**src/nirm_pkg.sv**
```systemverilog
/*
  Constants, register map and states for the node identity and ROM map
  register bank.
  Assumes a 40 MHz clock and an AXI4-Lite master with 32-bit data.
*/
// Functional notes
// - Reset clears upper identifier to zero, which is an invalid identifier.
// - With serial ROM present, identifier is loaded from it after reset.
// - Once loaded, by ROM or host, identifier writes are ignored.
// - Without ROM, host write to offset 0x80 loads upper identifier.
// - Without ROM, host write to offset 0x84 loads lower identifier.
// - Upper identifier register returns upper 32 identifier bits.
// - Upper register: maker part in 31:8, serial high byte 7:0, read-only.
// - Lower identifier register returns low serial word, zero after reset.
// - ROM-window quadlet read forms host address as base plus low 10 bits.
// - ROM base keeps writable bits 31:10, bits 9:0 read zero.
// - Failed posted write updates failed-offset register; reset undefined.
// - Failed-offset register captures low 32 destination offset bits.
package nirm_pkg;
  localparam logic [7:0]  ADDR_ID_UPPER    = 8'h24;
  localparam logic [7:0]  ADDR_ID_LOWER    = 8'h28;
  localparam logic [7:0]  ADDR_ROM_BASE    = 8'h34;
  localparam logic [7:0]  ADDR_FAIL_LOW    = 8'h38;
  localparam logic [7:0]  ADDR_IRQ_STATUS  = 8'h60;
  localparam logic [7:0]  ADDR_IRQ_MASK    = 8'h64;
  localparam logic [7:0]  ADDR_LOAD_UPPER  = 8'h80;
  localparam logic [7:0]  ADDR_LOAD_LOWER  = 8'h84;

  localparam logic [31:0] ID_UPPER_RST     = 32'h0000_0000;
  localparam logic [31:0] ID_LOWER_RST     = 32'h0000_0000;
  localparam logic [31:0] ROM_BASE_RST     = 32'h0000_0000;
  localparam logic [31:0] ROM_BASE_MASK    = 32'hffff_fc00;
  localparam int          MAKER_MSB        = 31;
  localparam int          MAKER_LSB        = 8;
  localparam int          SERIAL_HI_MSB    = 7;
  localparam int          ROM_OFS_BITS     = 10;

  localparam logic [47:0] ROM_WIN_LO       = 48'hffff_f000_0400;
  localparam logic [47:0] ROM_WIN_HI       = 48'hffff_f000_07ff;

  localparam int          IRQ_W            = 3;
  localparam int          IRQ_ID_LOADED    = 0;
  localparam int          IRQ_WRITE_FAIL   = 1;
  localparam int          IRQ_ROM_READ     = 2;

  localparam logic [1:0]  RESP_OKAY        = 2'h0;
  localparam logic [1:0]  RESP_SLVERR      = 2'h2;

  localparam int          CLK_PERIOD_NS    = 25;
  localparam int          SCK_PERIOD_NS    = 1000;
  localparam int          SCK_HALF_CYC     = SCK_PERIOD_NS / 2 / CLK_PERIOD_NS;
  localparam logic [5:0]  SCK_HALF         = 6'(SCK_HALF_CYC);
  localparam logic [5:0]  SETTLE_CYC       = 6'h04;
  localparam logic [6:0]  ID_BITS          = 7'h40;

  typedef enum logic [1:0] {
    LD_CHECK = 2'b00,
    LD_SHIFT = 2'b01,
    LD_ROM   = 2'b10,
    LD_HOST  = 2'b11
  } nirm_ld_t;
endpackage

```
**src/nirm_regs.sv**
```systemverilog
/*
  Node identity and ROM map register bank: identifier loaded once from a
  serial ROM or by host writes, ROM base mapping, failed posted write
  offset capture, and a sticky interrupt status with mask.
  Assumes an AXI4-Lite master on clk, a serial ROM shifting data on the
  falling edge of rom_sck, and link-side events on clk.
*/
// The implementer's own choice: the AXI4-Lite slave port.
`timescale 1ns/1ps
module nirm_regs (
  input  wire logic        clk,
  input  wire logic        srst,
  input  wire logic [7:0]  s_axi_awaddr,
  input  wire logic        s_axi_awvalid,
  output logic             s_axi_awready,
  input  wire logic [31:0] s_axi_wdata,
  input  wire logic [3:0]  s_axi_wstrb,
  input  wire logic        s_axi_wvalid,
  output logic             s_axi_wready,
  output logic [1:0]       s_axi_bresp,
  output logic             s_axi_bvalid,
  input  wire logic        s_axi_bready,
  input  wire logic [7:0]  s_axi_araddr,
  input  wire logic        s_axi_arvalid,
  output logic             s_axi_arready,
  output logic [31:0]      s_axi_rdata,
  output logic [1:0]       s_axi_rresp,
  output logic             s_axi_rvalid,
  input  wire logic        s_axi_rready,
  input  wire logic        rom_present,
  input  wire logic        rom_sdi,
  output logic             rom_sck,
  output logic             rom_cs,
  input  wire logic        rom_rd_valid,
  input  wire logic [47:0] rom_rd_offset,
  output logic             host_addr_valid,
  output logic [31:0]      host_addr,
  input  wire logic        pw_fail,
  input  wire logic [31:0] pw_fail_offset,
  output logic             irq
);
  // Pin synchronisers; first stage feeds only the second
  logic present_s1_q, present_s2_q, sdi_s1_q, sdi_s2_q;
  always_ff @(posedge clk) begin
    present_s1_q <= rom_present;
    present_s2_q <= present_s1_q;
    sdi_s1_q     <= rom_sdi;
    sdi_s2_q     <= sdi_s1_q;
  end
  logic        awready_q, awready_d, wready_q, wready_d;
  logic        aw_full_q, aw_full_d, w_full_q, w_full_d;
  logic        bvalid_q, bvalid_d, arready_q, arready_d;
  logic        rvalid_q, rvalid_d;
  logic [1:0]  bresp_q, bresp_d, rresp_q, rresp_d;
  logic [7:0]  aw_addr_q, aw_addr_d;
  logic [31:0] w_data_q, w_data_d, rdata_q, rdata_d;
  logic [3:0]  w_strb_q, w_strb_d;
  logic        aw_take, w_take, ar_take, do_wr;
  logic [7:0]  wr_addr;
  logic [31:0] wr_data, wr_mask;
  logic [3:0]  wr_strb;
  logic [31:0] id_upper_q, id_upper_d, id_lower_q, id_lower_d;
  logic [31:0] rom_base_q, rom_base_d, fail_low_q, fail_low_d;
  logic        lock_up_q, lock_up_d, lock_lo_q, lock_lo_d;
  logic [nirm_pkg::IRQ_W-1:0] status_q, status_d, mask_q, mask_d, events;
  logic        irq_q, irq_d;
  logic        haddr_v_q, haddr_v_d;
  logic [31:0] haddr_q, haddr_d;
  nirm_pkg::nirm_ld_t ld_q, ld_d;
  logic [5:0]  div_q, div_d;
  logic [6:0]  bit_q, bit_d;
  logic [63:0] shift_q, shift_d;
  logic        sck_q, sck_d, cs_q, cs_d;
  logic        host_ld_up, host_ld_lo, in_win;

  always_comb begin
    aw_take  = s_axi_awvalid & awready_q;
    w_take   = s_axi_wvalid & wready_q;
    ar_take  = s_axi_arvalid & arready_q;
    wr_addr  = aw_full_q ? aw_addr_q : s_axi_awaddr;
    wr_data  = w_full_q ? w_data_q : s_axi_wdata;
    wr_strb  = w_full_q ? w_strb_q : s_axi_wstrb;
    wr_mask  = {{8{wr_strb[3]}}, {8{wr_strb[2]}},
                {8{wr_strb[1]}}, {8{wr_strb[0]}}};
    do_wr    = (aw_full_q | aw_take) & (w_full_q | w_take) & ~bvalid_q;
    aw_full_d = (aw_full_q | aw_take) & ~do_wr;
    w_full_d  = (w_full_q | w_take) & ~do_wr;
    aw_addr_d = aw_take ? s_axi_awaddr : aw_addr_q;
    w_data_d  = w_take ? s_axi_wdata : w_data_q;
    w_strb_d  = w_take ? s_axi_wstrb : w_strb_q;
    bvalid_d  = do_wr | (bvalid_q & ~s_axi_bready);
    awready_d = ~aw_full_d & ~bvalid_d;
    wready_d  = ~w_full_d & ~bvalid_d;
    bresp_d   = bresp_q;
    if (do_wr) begin
      case (wr_addr)
        nirm_pkg::ADDR_ID_UPPER, nirm_pkg::ADDR_ID_LOWER,
        nirm_pkg::ADDR_ROM_BASE, nirm_pkg::ADDR_FAIL_LOW,
        nirm_pkg::ADDR_IRQ_STATUS, nirm_pkg::ADDR_IRQ_MASK,
        nirm_pkg::ADDR_LOAD_UPPER, nirm_pkg::ADDR_LOAD_LOWER:
          bresp_d = nirm_pkg::RESP_OKAY;
        default: bresp_d = nirm_pkg::RESP_SLVERR;
      endcase
    end
    rvalid_d  = ar_take | (rvalid_q & ~s_axi_rready);
    arready_d = ~rvalid_d;
    rdata_d   = rdata_q;
    rresp_d   = rresp_q;
    if (ar_take) begin
      rresp_d = nirm_pkg::RESP_OKAY;
      case (s_axi_araddr)
        nirm_pkg::ADDR_ID_UPPER:   rdata_d = id_upper_q;
        nirm_pkg::ADDR_ID_LOWER:   rdata_d = id_lower_q;
        nirm_pkg::ADDR_ROM_BASE:
          rdata_d = rom_base_q & nirm_pkg::ROM_BASE_MASK;
        nirm_pkg::ADDR_FAIL_LOW:   rdata_d = fail_low_q;
        nirm_pkg::ADDR_IRQ_STATUS: rdata_d = 32'(status_q);
        nirm_pkg::ADDR_IRQ_MASK:   rdata_d = 32'(mask_q);
        default: begin
          rdata_d = 32'h0000_0000;
          rresp_d = nirm_pkg::RESP_SLVERR;
        end
      endcase
    end
  end
  // Host loads only when no ROM was found and the half is still open
  always_comb begin
    host_ld_up = do_wr & (wr_addr == nirm_pkg::ADDR_LOAD_UPPER)
                 & (ld_q == nirm_pkg::LD_HOST) & ~lock_up_q;
    host_ld_lo = do_wr & (wr_addr == nirm_pkg::ADDR_LOAD_LOWER)
                 & (ld_q == nirm_pkg::LD_HOST) & ~lock_lo_q;
    in_win     = (rom_rd_offset >= nirm_pkg::ROM_WIN_LO)
                 & (rom_rd_offset <= nirm_pkg::ROM_WIN_HI);
  end
  // Loader: strap settles, then 64 bits MSB first, upper quadlet first
  always_comb begin
    ld_d    = ld_q;
    div_d   = div_q;
    bit_d   = bit_q;
    shift_d = shift_q;
    sck_d   = sck_q;
    cs_d    = cs_q;
    case (ld_q)
      nirm_pkg::LD_CHECK: begin
        div_d = div_q + 6'h01;
        if (div_q == nirm_pkg::SETTLE_CYC) begin
          div_d = 6'h00;
          if (present_s2_q) begin
            ld_d = nirm_pkg::LD_SHIFT;
            cs_d = 1'b1;
          end else begin
            ld_d = nirm_pkg::LD_HOST;
          end
        end
      end
      nirm_pkg::LD_SHIFT: begin
        div_d = div_q + 6'h01;
        if (div_q == nirm_pkg::SCK_HALF - 6'h01) begin
          div_d = 6'h00;
          sck_d = ~sck_q;
          // Sample at end of high phase; data has been stable since the last falling edge, a full period less two sync cycles
          if (sck_q) begin
            shift_d = {shift_q[62:0], sdi_s2_q};
            bit_d   = bit_q + 7'h01;
            if (bit_q == nirm_pkg::ID_BITS - 7'h01) begin
              ld_d = nirm_pkg::LD_ROM;
              cs_d = 1'b0;
            end
          end
        end
      end
      nirm_pkg::LD_ROM, nirm_pkg::LD_HOST: ld_d = ld_q;
      default:           ld_d = nirm_pkg::LD_CHECK;
    endcase
  end
  always_comb begin
    id_upper_d = id_upper_q;
    id_lower_d = id_lower_q;
    lock_up_d  = lock_up_q;
    lock_lo_d  = lock_lo_q;
    if (ld_q == nirm_pkg::LD_SHIFT && ld_d == nirm_pkg::LD_ROM) begin
      id_upper_d = shift_d[63:32];
      id_lower_d = shift_d[31:0];
      lock_up_d  = 1'b1;
      lock_lo_d  = 1'b1;
    end
    if (host_ld_up) begin
      id_upper_d = (id_upper_q & ~wr_mask) | (wr_data & wr_mask);
      lock_up_d  = 1'b1;
    end
    if (host_ld_lo) begin
      id_lower_d = (id_lower_q & ~wr_mask) | (wr_data & wr_mask);
      lock_lo_d  = 1'b1;
    end
    rom_base_d = rom_base_q;
    if (do_wr && wr_addr == nirm_pkg::ADDR_ROM_BASE) begin
      rom_base_d = ((rom_base_q & ~wr_mask) | (wr_data & wr_mask))
                   & nirm_pkg::ROM_BASE_MASK;
    end
    mask_d = mask_q;
    if (do_wr && wr_addr == nirm_pkg::ADDR_IRQ_MASK) begin
      mask_d = wr_data[nirm_pkg::IRQ_W-1:0];
    end
    fail_low_d = pw_fail ? pw_fail_offset : fail_low_q;
    haddr_v_d  = rom_rd_valid & in_win;
    haddr_d    = haddr_q;
    if (rom_rd_valid && in_win) begin
      haddr_d = (rom_base_q & nirm_pkg::ROM_BASE_MASK)
                + {22'h0,
                   rom_rd_offset[nirm_pkg::ROM_OFS_BITS-1:0]};
    end
    events = '0;
    events[nirm_pkg::IRQ_ID_LOADED]  = (lock_up_d & lock_lo_d)
                                       & ~(lock_up_q & lock_lo_q);
    events[nirm_pkg::IRQ_WRITE_FAIL] = pw_fail;
    events[nirm_pkg::IRQ_ROM_READ]   = rom_rd_valid & in_win;
    // Read clears, but an event in the same cycle survives
    status_d = status_q;
    if (ar_take && s_axi_araddr == nirm_pkg::ADDR_IRQ_STATUS) begin
      status_d = '0;
    end
    status_d = status_d | events;
    irq_d    = |(status_d & mask_d);
  end
  always_ff @(posedge clk) begin
    if (srst) begin
      awready_q <= 1'b0;
      wready_q  <= 1'b0;
      arready_q <= 1'b0;
      aw_full_q <= 1'b0;
      w_full_q  <= 1'b0;
      bvalid_q  <= 1'b0;
      rvalid_q  <= 1'b0;
      bresp_q   <= nirm_pkg::RESP_OKAY;
      rresp_q   <= nirm_pkg::RESP_OKAY;
      rdata_q   <= 32'h0000_0000;
      id_upper_q <= nirm_pkg::ID_UPPER_RST;
      id_lower_q <= nirm_pkg::ID_LOWER_RST;
      rom_base_q <= nirm_pkg::ROM_BASE_RST;
      lock_up_q <= 1'b0;
      lock_lo_q <= 1'b0;
      status_q  <= '0;
      mask_q    <= '0;
      irq_q     <= 1'b0;
      haddr_v_q <= 1'b0;
      haddr_q   <= 32'h0000_0000;
      ld_q      <= nirm_pkg::LD_CHECK;
      div_q     <= 6'h00;
      bit_q     <= 7'h00;
      sck_q     <= 1'b0;
      cs_q      <= 1'b0;
    end else begin
      awready_q <= awready_d;
      wready_q  <= wready_d;
      arready_q <= arready_d;
      aw_full_q <= aw_full_d;
      w_full_q  <= w_full_d;
      bvalid_q  <= bvalid_d;
      rvalid_q  <= rvalid_d;
      bresp_q   <= bresp_d;
      rresp_q   <= rresp_d;
      rdata_q   <= rdata_d;
      id_upper_q <= id_upper_d;
      id_lower_q <= id_lower_d;
      rom_base_q <= rom_base_d;
      lock_up_q <= lock_up_d;
      lock_lo_q <= lock_lo_d;
      status_q  <= status_d;
      mask_q    <= mask_d;
      irq_q     <= irq_d;
      haddr_v_q <= haddr_v_d;
      haddr_q   <= haddr_d;
      ld_q      <= ld_d;
      div_q     <= div_d;
      bit_q     <= bit_d;
      sck_q     <= sck_d;
      cs_q      <= cs_d;
    end
  end
  // Not reset: undefined until a failure, or always loaded before use
  always_ff @(posedge clk) begin
    fail_low_q <= fail_low_d;
    aw_addr_q  <= aw_addr_d;
    w_data_q   <= w_data_d;
    w_strb_q   <= w_strb_d;
    shift_q    <= shift_d;
  end
  assign s_axi_awready   = awready_q;
  assign s_axi_wready    = wready_q;
  assign s_axi_bresp     = bresp_q;
  assign s_axi_bvalid    = bvalid_q;
  assign s_axi_arready   = arready_q;
  assign s_axi_rdata     = rdata_q;
  assign s_axi_rresp     = rresp_q;
  assign s_axi_rvalid    = rvalid_q;
  assign rom_sck         = sck_q;
  assign rom_cs          = cs_q;
  assign host_addr_valid = haddr_v_q;
  assign host_addr       = haddr_q;
  assign irq             = irq_q;
endmodule

```
**config.mk**
```make
export PLATFORM = sky130hd
export DESIGN_NAME = nirm_regs
export DESIGN_NICKNAME = d
export VERILOG_FILES = /design/src/nirm_pkg.sv /design/src/nirm_regs.sv
export SDC_FILE = /design/constraint.sdc
export NUM_CORES = 1
export LEC_CHECK = 0
export BUFFER_PORTS_ARGS = -buffer_cell sky130_fd_sc_hd__buf_4
export CAP_MARGIN = 0
export CELL_PAD_IN_SITES_DETAIL_PLACEMENT = 1
export CELL_PAD_IN_SITES_GLOBAL_PLACEMENT = 1
export CORE_ASPECT_RATIO = 1.75
export CORE_MARGIN = 8
export CORE_UTILIZATION = 48
export CTS_CLUSTER_SIZE = 24
export DETAILED_ROUTE_END_ITERATION = 8
export PLACE_DENSITY = 0.82
export RECOVER_POWER = 100
export SYNTH_ARGS = -nofsm -noshare
export SYNTH_HDL_FRONTEND = slang
export SYNTH_SLANG_ARGS = --single-unit
```
**constraint.sdc**
```tcl
create_clock -name clk -period 5 [get_ports clk]
set_clock_uncertainty 0.15 [all_clocks]
set_input_delay 0.75 -clock clk [delete_from_list [all_inputs] [get_ports clk]]
set_output_delay 0.75 -clock clk [all_outputs]
set_load 0.01 [all_outputs]
```
==> impl_metrics.yaml, run 1 <==
clocking:
  cts_max_path_buffers: 3
  clk_root_buffer_cell: "sky130_fd_sc_hd__clkbuf_16"
  holdBufCountCts: 0
  cts-buffers-inserted: 31
  cts_post_setup_buffers_inserted: 0
  cts_repair_resizes: 0
  clk_transition_reported_paths_ns: 0.06
  cts.sink_count: 330
  insertion_delay_ns: 0.57
  cts_tree: "yes"
  cts_htree_levels: 1
placement:
  gp_congestion: 0.853
  dpl.hpwl_mm: 31.2
  dp.cells: 1825
  post_dp_cell_area_um2: 15800
  place_worst_setup_slack_ns: 1.38
  port-buffer-count: 217
drt:
  routed_metal_1_wirelength_mm: 16.8
  route.antenna.remaining_nets: 0
  dr_wl_met3_mm: 2.36
  wl_per_cell_um: 24.2
  top_layer_used: "met4"
  dr.first_iter.drc_count: 726
  wirelength_mm: 45.6
  count_of_vias_placed_by_the_detailed_router: 11591
  first_drt_pass_iteration_count: 7
  avgViaCountPerCell: 6.16
  drt_drc_violations_left: 0
  met2RoutedLength_mm: 24.6
synth:
  seq_area_frac_synth_pct: 53.2
  asyncSetResetFlopFracSynth_pct: 0
  postSynthAreaPerCell_um2: 10.7
  dominant_register_cell_in_the_synthesized_netlist: "sky130_fd_sc_hd__dfxtp_1"
  yosysWarningCount: 0
  yosys.cell_types.count: 70
  ys_ff_latch: 330
  count_of_flip_flops_with_a_built_in_enable_after_synthesis: 76
  syn-cell-area_um2: 13900
  postSynthCellCount: 1297
global_route:
  global_route_total_usage_across_every_layer_pct: 26.0
  grt_overflow: 0
  initial_antenna_violation_count: 0
  wire_length_of_the_first_global_routing_pass_mm: 71.4
  grt_max_degree: 85
  vias_in_the_first_global_route: 13199
floorplanning:
  floorplan.die_area_um2: 34800
  initial_core_util_pct: 48.6
  die_height_um: 241
  fp-row-count: 82
  pin_count: 220
  design.core.area_um2: 28500
  fp.dieW_um: 144
sta:
  timing.final.ws_setup_ns: 0.951
  timing.slew.headroom_pct: -137
  fin_crit_ns: 4.05
  period_share_pct: 81.0
  worst_slew_pin_slew_ns: 3.56
  slew_violations: 206
  totalNegativeSetupSlack_ns: 0
  setup_viol: 0
  timing.fmax_ghz: 0.247
  hold_violations: 0
  rsz0062_at_grt: "false"
hold_path:
  hp-class: "in2reg"
  worst_hold_path_cell_count: 1
  timing.hold.worst_endpoint: "sdi_s1_q"
  hold_path_startpoint: "rom_sdi"
cells_and_area:
  layout.cells.most_common: "sky130_fd_sc_hd__dfxtp_1"
  drive_gt1_share_pct: 18.1
  layout.cells.non_filler: 1882
  num-nets-final: 1626
  num_antenna_cells: 0
  layout.cell_area.non_filler_um2: 16300
  area_growth_pct: 17.8
  layout.cells.most_common_list: "253 x sky130_fd_sc_hd__dfxtp_1, 124 x sky130_fd_sc_hd__clkbuf_1, 103 x sky130_fd_sc_hd__nand2_1"
setup_path:
  cp_cell_sequence: "nor4b_1 -> o2111ai_2 -> clkbuf_1 -> nor4_1 -> o21ai_0 -> a21oi_1"
  ff2ff_path_depth: 6
  critPathRequiredTime_ns: 5.34
  timing_worst_setup_path_type: "reg2reg"
  critical_path.endpoint_type: "flip-flop"
  crit_path_max_incr_delay_ns: 1.36
  worst-endpoint-arrival_ns: 4.39
  critical_path.max_fanout: 21
  startpoint_type: "flip-flop"
  r2r_slack_ns: 0.95
  cp_num_buf_inv: 1
  cpLargestDelayFamily: "simple AND/OR/NAND/NOR gates"
  r2r_start: "aw_full_q"
  critical_path.slowest_cell: "sky130_fd_sc_hd__nor4_1"
flow_run:
  max-cap-violations: 6
power_and_ir_drop:
  pwr_density_cell_nw_per_um2: 331
  static-leakage-power_nw: 5.89
  power_mw: 5.41
  power.ir.vdd_worst_uv: 313
status:
  status: "complete, but fails checks"
  violated_checks: "max-capacitance violations, max-slew violations"
[Yosys cell counts, drive strengths merged, types with 6 or more instances]
library cell  count  area (um2)
nor4             13         119
mux2             90        1010
nor2             93         349
a21o             29         218
inv              12        45.0
and2              6        37.5
or2               9        56.3
nand2           103         387
nand4            67         425
edfxtp           76        2280
a222oi           29         290
clkbuf           70         263
o21ai            55         275
nand3             8        40.0
mux2i            81         811
o2111ai          49         435
buf              28         175
nor3             12        76.3
nor4b             7        61.3
dfxtp           254        5080
a211oi           23         178
a21oi           100         500
[area by class of cell]
type	count	area, um2
inverter	12	45.0
clock inverter	2	13.8
sequential	330	7370
tap	378	473
fill	3232	12200
clock buffer	55	926
timing repair buffer	247	1490
multi-input combinational	858	6000
[worst register-to-register path, delay by kind of cell (launching register included)]
kind                   cells  cell delay, ns
and+or+nand+nor            2            1.94
AOI/OAI and AO/OA          3            0.64
DFF                        1            0.73
buffers and inverters      1            0.51
[metal layers]
metal / global-route usage, % / vias up
li1: - / 5282
met1: 27.2 / 5795
met2: 49.5 / 399
met3: 4.30 / 115
met4: 11.5 / 0
met5: 0 / -
[report_power, final]
part	internal (mW)	switching, mW	leakage (nW)	total, mW
combinational	0.132	0.211	2.66	0.344
clock	1.24	1.00	0.454	2.24
sequential	2.79	0.0323	2.77	2.82
total	4.16	1.24	5.89	5.41
[how the worst max path moves through the flow]
stage	startpoint	end	depth (start not counted)	slack (ns)
final	aw_full_q	flip-flop	6	0.95
after global routing	aw_full_q	flip-flop	6	0.74
after CTS	div_q[1]	flip-flop	7	1.46
after detailed placement	rom_rd_offset[18]	irq	7	1.38
after global placement	rom_rd_offset[18]	irq	7	1.39
after floorplan	rom_rd_offset[18]	irq	6	1.96
[kinds of logic after synthesis]
| group | after synthesis | share of synthesized area (%) |
|---|---|---|
| DFF | 330 | 53.2 |
| muxes | 171 | 13.2 |
| AOI/OAI and AO/OA | 320 | 16.2 |
| buffers and inverters | 110 | 3.49 |
| adders and majority gates | 3 | 0.271 |
| and+or+nand+nor | 354 | 13.2 |
| xor gates and xnor gates | 8 | 0.506 |
| other | 1 | 0.0271 |
[stage by stage]
stage          utilization, %  hold slack, ns
2_1_floorplan               -           0.160
3_3_place_gp             55.5           0.166
3_5_place_dp             55.5           0.169
4_1_cts                  58.8           0.114
5_1_grt                  57.2           0.140
6_report                 57.2           0.154
(Power assumes the default switching activity.)
==> run 2: changes to the inputs <==
--- a/config.mk
+++ b/config.mk
@@ -11,10 +11,10 @@
 export CELL_PAD_IN_SITES_GLOBAL_PLACEMENT = 1
 export CORE_ASPECT_RATIO = 1.75
 export CORE_MARGIN = 8
-export CORE_UTILIZATION = 48
+export CORE_UTILIZATION = 44
 export CTS_CLUSTER_SIZE = 24
 export DETAILED_ROUTE_END_ITERATION = 8
-export PLACE_DENSITY = 0.82
+export PLACE_DENSITY = 0.76
 export RECOVER_POWER = 100
 export SYNTH_ARGS = -nofsm -noshare
 export SYNTH_HDL_FRONTEND = slang
==> constraint.sdc (replaced) <==
create_clock -name clk -period 3.96 [get_ports clk]
set_clock_uncertainty 0.15 [all_clocks]
set_input_delay 0.594 -clock clk [delete_from_list [all_inputs] [get_ports clk]]
set_output_delay 0.594 -clock clk [all_outputs]
set_load 0.01 [all_outputs]
==> impl_metrics.yaml, run 2 (synthesized netlist as in run 1, its figures left out) <==
status:
  status: "complete, but fails checks"
  violated_checks: "max-capacitance violations, max-slew violations"
floorplanning:
  pin_count: 220
  die_height_um: 251
  initial_core_util_pct: 44.2
  fp.dieW_um: 150
  design.core.area_um2: 31300
  fp-row-count: 86
  floorplan.die_area_um2: 37600
sta:
  totalNegativeSetupSlack_ns: 0
  rsz0062_at_grt: "false"
  timing.slew.headroom_pct: -113
  fin_crit_ns: 3.51
  timing.fmax_ghz: 0.285
  setup_viol: 0
  slew_violations: 147
  period_share_pct: 88.5
  hold_violations: 0
  worst_slew_pin_slew_ns: 3.19
cells_and_area:
  fillerInstances: 3471
  multiInputGateArea_um2: 6020
  num-nets-final: 1638
  layout.cell_area.non_filler_um2: 16600
  area_growth_pct: 19.6
  sequential_cell_area_um2: 7370
  layout.cells.most_common: "sky130_fd_sc_hd__dfxtp_1"
  drive_gt1_share_pct: 19.7
  num_antenna_cells: 0
  layout.cells.most_common_list: "253 x sky130_fd_sc_hd__dfxtp_1, 108 x sky130_fd_sc_hd__clkbuf_1, 103 x sky130_fd_sc_hd__nand2_1"
setup_path:
  worst-endpoint-arrival_ns: 3.79
  startpoint_type: "flip-flop"
  r2r_slack_ns: 0.45
  critical_path.max_fanout: 62
  critPathRequiredTime_ns: 4.24
  critical_path.slowest_cell: "sky130_fd_sc_hd__dfxtp_1"
  cp_cell_sequence: "or4b_1 -> a2111oi_4 -> buf_12 -> nand4_1 -> mux2i_1 -> nor2_1"
  crit_path_max_incr_delay_ns: 0.76
  ff2ff_path_depth: 6
  critical_path.endpoint_type: "flip-flop"
  timing_worst_setup_path_type: "reg2reg"
  r2r_start: "aw_full_q"
global_route:
  grt_overflow: 0
  grt_max_degree: 69
  wire_length_of_the_first_global_routing_pass_mm: 70.1
  vias_in_the_first_global_route: 12577
  initial_antenna_violation_count: 0
  global_route_total_usage_across_every_layer_pct: 23.5
placement:
  gp_congestion: 0.834
  dpl.hpwl_mm: 31.1
  post_dp_cell_area_um2: 15900
  port-buffer-count: 217
clocking:
  insertion_delay_ns: 0.56
  cts_htree_levels: 1
  cts_post_setup_buffers_inserted: 0
  cts_tree: "yes"
  cts.sink_count: 330
  clk_root_buffer_cell: "sky130_fd_sc_hd__clkbuf_16"
  cts-buffers-inserted: 31
  clk_transition_reported_paths_ns: 0.07
  cts_max_path_buffers: 3
hold_path:
  hold_path_startpoint: "pw_fail_offset[24]"
  timing.hold.worst_endpoint: "fail_low_q[24]"
  worst_hold_path_cell_count: 1
  hp-class: "in2reg"
power_and_ir_drop:
  static-leakage-power_nw: 6.01
  pwr_density_cell_nw_per_um2: 428
  power.ir.vdd_worst_uv: 316
drt:
  avgViaCountPerCell: 5.98
  wirelength_mm: 44.8
  dr.first_iter.drc_count: 714
  route.antenna.remaining_nets: 0
  count_of_vias_placed_by_the_detailed_router: 11433
  drt_drc_violations_left: 0
  first_drt_pass_iteration_count: 8
  wl_per_cell_um: 23.5
flow_run:
  max-cap-violations: 4
[run 2: changes by cell type in the layout (fill, tap and decap cells not counted), sizes merged]
cell / previous run / this run
dlygate4sd3: 0 / 2
clkinv: 2 / 6
clkinvlp: 0 / 2
buf: 84 / 93
bufinv: 0 / 3
clkbuf: 218 / 210
[run 2: worst max-delay path by stage]
stage | end | start | slack [ns]
6_report | flip-flop | aw_full_q | 0.45
5_1_grt | flip-flop | aw_full_q | 0.21
4_1_cts | flip-flop | aw_full_q | 0.65
2_1_floorplan | irq | rom_rd_offset[18] | 1.08
3_3_place_gp | irq | rom_rd_offset[18] | 0.63
3_5_place_dp | irq | rom_rd_offset[18] | 0.60
[run 2: repair_timing]
item | 4_1_cts | 5_1_grt
hold buffers | 2 | 0
endpoints found under the hold margin | 2 | 0
gates resized for setup | 0 | 0
[run 2: routing by layer]
| layer | track usage, % | up-vias | wire, um | share of wire [%] |
|---|---|---|---|---|
| met5 | 0 | - | 0 | 0 |
| met4 | 8.52 | 0 | 1380 | 3.1 |
| met3 | 3.75 | 84 | 2440 | 5.5 |
| met2 | 44.4 | 339 | 24400 | 54 |
| met1 | 25.3 | 5704 | 16600 | 37 |
| li1 | - | 5306 | - | - |
[run 2: layout make-up]
| cell class | count | share of cell area (%) |
|---|---|---|
| repair buffers | 259 | 9.57 |
| inverters | 12 | 0.272 |
| clock inverters | 11 | 0.808 |
| clock buffers | 46 | 5.58 |
| well taps | 396 | 2.99 |
| flip-flops and latches | 330 | 44.5 |
| multi-input cells | 858 | 36.3 |
[run 2: metrics by stage]
stage,hold slack [ns],worst slack [ns],util (%),power (mW),std cells
after floorplan,0.160,1.08,-,3.84,1298
after global placement,0.161,0.632,50.9,4.09,1853
after detailed placement,0.164,0.605,50.9,4.11,1853
after CTS,0.0288,0.649,54.3,7.18,1912
after global routing,0.0514,0.209,52.9,7.33,1912
final,0.0716,0.454,52.9,7.10,1912
[run 2: report_power, final]
part | switching (mW) | internal, mW | leakage, nW | total (mW)
sequential | 0.0424 | 3.52 | 2.77 | 3.57
combinational | 0.270 | 0.174 | 2.72 | 0.444
clock | 1.28 | 1.81 | 0.516 | 3.09
total | 1.59 | 5.51 | 6.01 | 7.10
[run 2: worst max-delay path: cells and delay by family (launching register included)]
family | cells | cell delay, ns
and+or+nand+nor | 3 | 1.35
DFF | 1 | 0.76
AOI/OAI and AO/OA | 1 | 0.38
muxes | 1 | 0.40
buffers and inverters | 1 | 0.30
==> run 3: changes to the inputs <==
==> constraint.sdc (replaced) <==
create_clock -name clk -period 3.96 [get_ports clk]
set_clock_uncertainty 0.15 [all_clocks]
set_input_delay 0.396 -clock clk [delete_from_list [all_inputs] [get_ports clk]]
set_output_delay 0.396 -clock clk [all_outputs]
set_load 0.01 [all_outputs]
==> impl_metrics.yaml, run 3 (synthesized netlist as in run 1, its figures left out) <==
drt:
  route.antenna.remaining_nets: 0
  avgViaCountPerCell: 5.98
  wirelength_mm: 48.2
  drt_drc_violations_left: 0
  first_drt_pass_iteration_count: 6
  dr.first_iter.drc_count: 762
  count_of_vias_placed_by_the_detailed_router: 12035
  wl_per_cell_um: 24.0
power_and_ir_drop:
  pwr_density_cell_nw_per_um2: 424
  power.ir.vdd_worst_uv: 385
  static-leakage-power_nw: 6.48
setup_path:
  crit_path_max_incr_delay_ns: 0.70
  cp_num_buf_inv: 4
  critical_path.endpoint_type: "flip-flop"
  worst-endpoint-arrival_ns: 3.87
  r2r_slack_ns: 0.39
  r2r_start: "aw_full_q"
  critical_path.slowest_cell: "sky130_fd_sc_hd__nor3_2"
  ff2ff_path_depth: 9
  critPathRequiredTime_ns: 4.26
  cpLargestDelayFamily: "buffers and inverters"
  timing_worst_setup_path_type: "reg2reg"
  cp_cell_sequence: "clkbuf_1 -> nand4bb_1 -> clkbuf_1 -> a21o_1 -> clkbuf_1 -> nor3_2 -> buf_4 -> mux2i_1 -> a211oi_1"
  startpoint_type: "flip-flop"
  critical_path.max_fanout: 13
  critical_path.most_common_cell: "sky130_fd_sc_hd__clkbuf_1"
sta:
  hold_violations: 0
  worst_slew_pin_slew_ns: 3.25
  slew_violations: 104
  totalNegativeSetupSlack_ns: 0
  timing.fmax_ghz: 0.280
  timing.slew.headroom_pct: -117
  period_share_pct: 90.2
  rsz0062_at_grt: "false"
  timing.final.ws_setup_ns: 0.386
  setup_viol: 0
  fin_crit_ns: 3.57
status:
  status: "complete, but fails checks"
  violated_checks: "max-capacitance violations, max-slew violations"
global_route:
  grt_max_degree: 79
  wire_length_of_the_first_global_routing_pass_mm: 75.3
  initial_antenna_violation_count: 1
  grt_overflow: 0
  global_route_total_usage_across_every_layer_pct: 25.3
  vias_in_the_first_global_route: 13534
clocking:
  cts-buffers-inserted: 31
  cts_tree: "yes"
  insertion_delay_ns: 0.58
  clk_transition_reported_paths_ns: 0.07
  cts_htree_levels: 1
  cts_max_path_buffers: 3
  cts_repair_resizes: 0
  cts.sink_count: 330
  cts_post_setup_buffers_inserted: 0
  clk_root_buffer_cell: "sky130_fd_sc_hd__clkbuf_16"
floorplanning:
  design.core.area_um2: 31300
  fp-row-count: 86
  pin_count: 220
  die_height_um: 251
  initial_core_util_pct: 44.2
  floorplan.die_area_um2: 37600
  fp.dieW_um: 150
hold_path:
  hp-class: "in2reg"
  worst_hold_path_cell_count: 3
  timing.hold.worst_endpoint: "s_axi_wready"
  hold_path_startpoint: "s_axi_wvalid"
cells_and_area:
  layout.cells.most_common: "sky130_fd_sc_hd__dfxtp_1"
  area_growth_pct: 27.1
  layout.cells.most_common_list: "253 x sky130_fd_sc_hd__dfxtp_1, 111 x sky130_fd_sc_hd__clkbuf_1, 103 x sky130_fd_sc_hd__nand2_1"
  num-nets-final: 1736
  drive_gt1_share_pct: 18.3
flow_run:
  max-cap-violations: 3
placement:
  gp_congestion: 0.823
  dpl.hpwl_mm: 31.8
  place_worst_setup_slack_ns: 0.450
  port-buffer-count: 217
[run 3: power by group]
| part | switching [mW] | internal, mW |
|---|---|---|
| Combinational | 0.292 | 0.234 |
| Clock | 1.34 | 2.04 |
| Sequential | 0.0415 | 3.52 |
[run 3: metal layers]
layer | wire, um | track usage (%) | share of wire (%) | vias up
met5 | 0 | 0 | 0 | -
met4 | 1740 | 10.9 | 3.6 | 0
met2 | 26200 | 48.3 | 54 | 406
met3 | 2350 | 3.84 | 4.9 | 104
met1 | 17900 | 26.6 | 37 | 6017
li1 | - | - | - | 5508
[run 3: worst register-to-register path, delay by kind of cell, from the launching register on]
family | cells | cell delay (ns)
multiplexers | 1 | 0.27
buffers and inverters | 4 | 1.34
AO/OA/AOI/OAI | 2 | 0.33
AND/OR/NAND/NOR | 2 | 0.89
flip-flops | 1 | 0.49
[run 3: cell type report]
| cell class | instances | area, um2 |
|---|---|---|
| clock buffer | 46 | 946 |
| multi-input combinational | 858 | 6000 |
| timing repair buffer | 357 | 2550 |
| fill | 3369 | 13700 |
| clock inverter | 11 | 209 |
| inverter | 12 | 45.0 |
| sequential | 330 | 7370 |
| tap | 396 | 495 |
| antenna | 1 | 2.50 |
[run 3: how the worst max path moves through the flow]
stage                     slack [ns]   endpoint              start  depth (start not counted)
after floorplan                 1.28        irq  rom_rd_offset[18]                          6
after global placement          0.61  flip-flop    s_axi_awaddr[4]                          7
after detailed placement        0.45  flip-flop    s_axi_awaddr[4]                          7
after CTS                       0.47  flip-flop    s_axi_awaddr[4]                          8
after global routing            0.22  flip-flop          aw_full_q                          8
final                           0.39  flip-flop          aw_full_q                          9
[run 3: per-stage QoR]
stage	instance area [um2]	hold WS [ns]	instances	utilization, %	power [mW]
finish	17600	0.0566	2011	56.3	7.47
global route	17600	0.0710	2011	56.3	7.67
global placement	16000	0.166	1862	51.1	4.10
detailed placement	16000	0.168	1862	51.1	4.11
floorplan	13900	0.160	1298	-	3.84
CTS	18100	0.0392	2009	57.7	7.53
[run 3: what timing repair did]
action / CTS / global route
hold endpoints to repair: 92 / 0
hold buffers: 90 / 0
endpoints found under the setup margin: 0 / 0
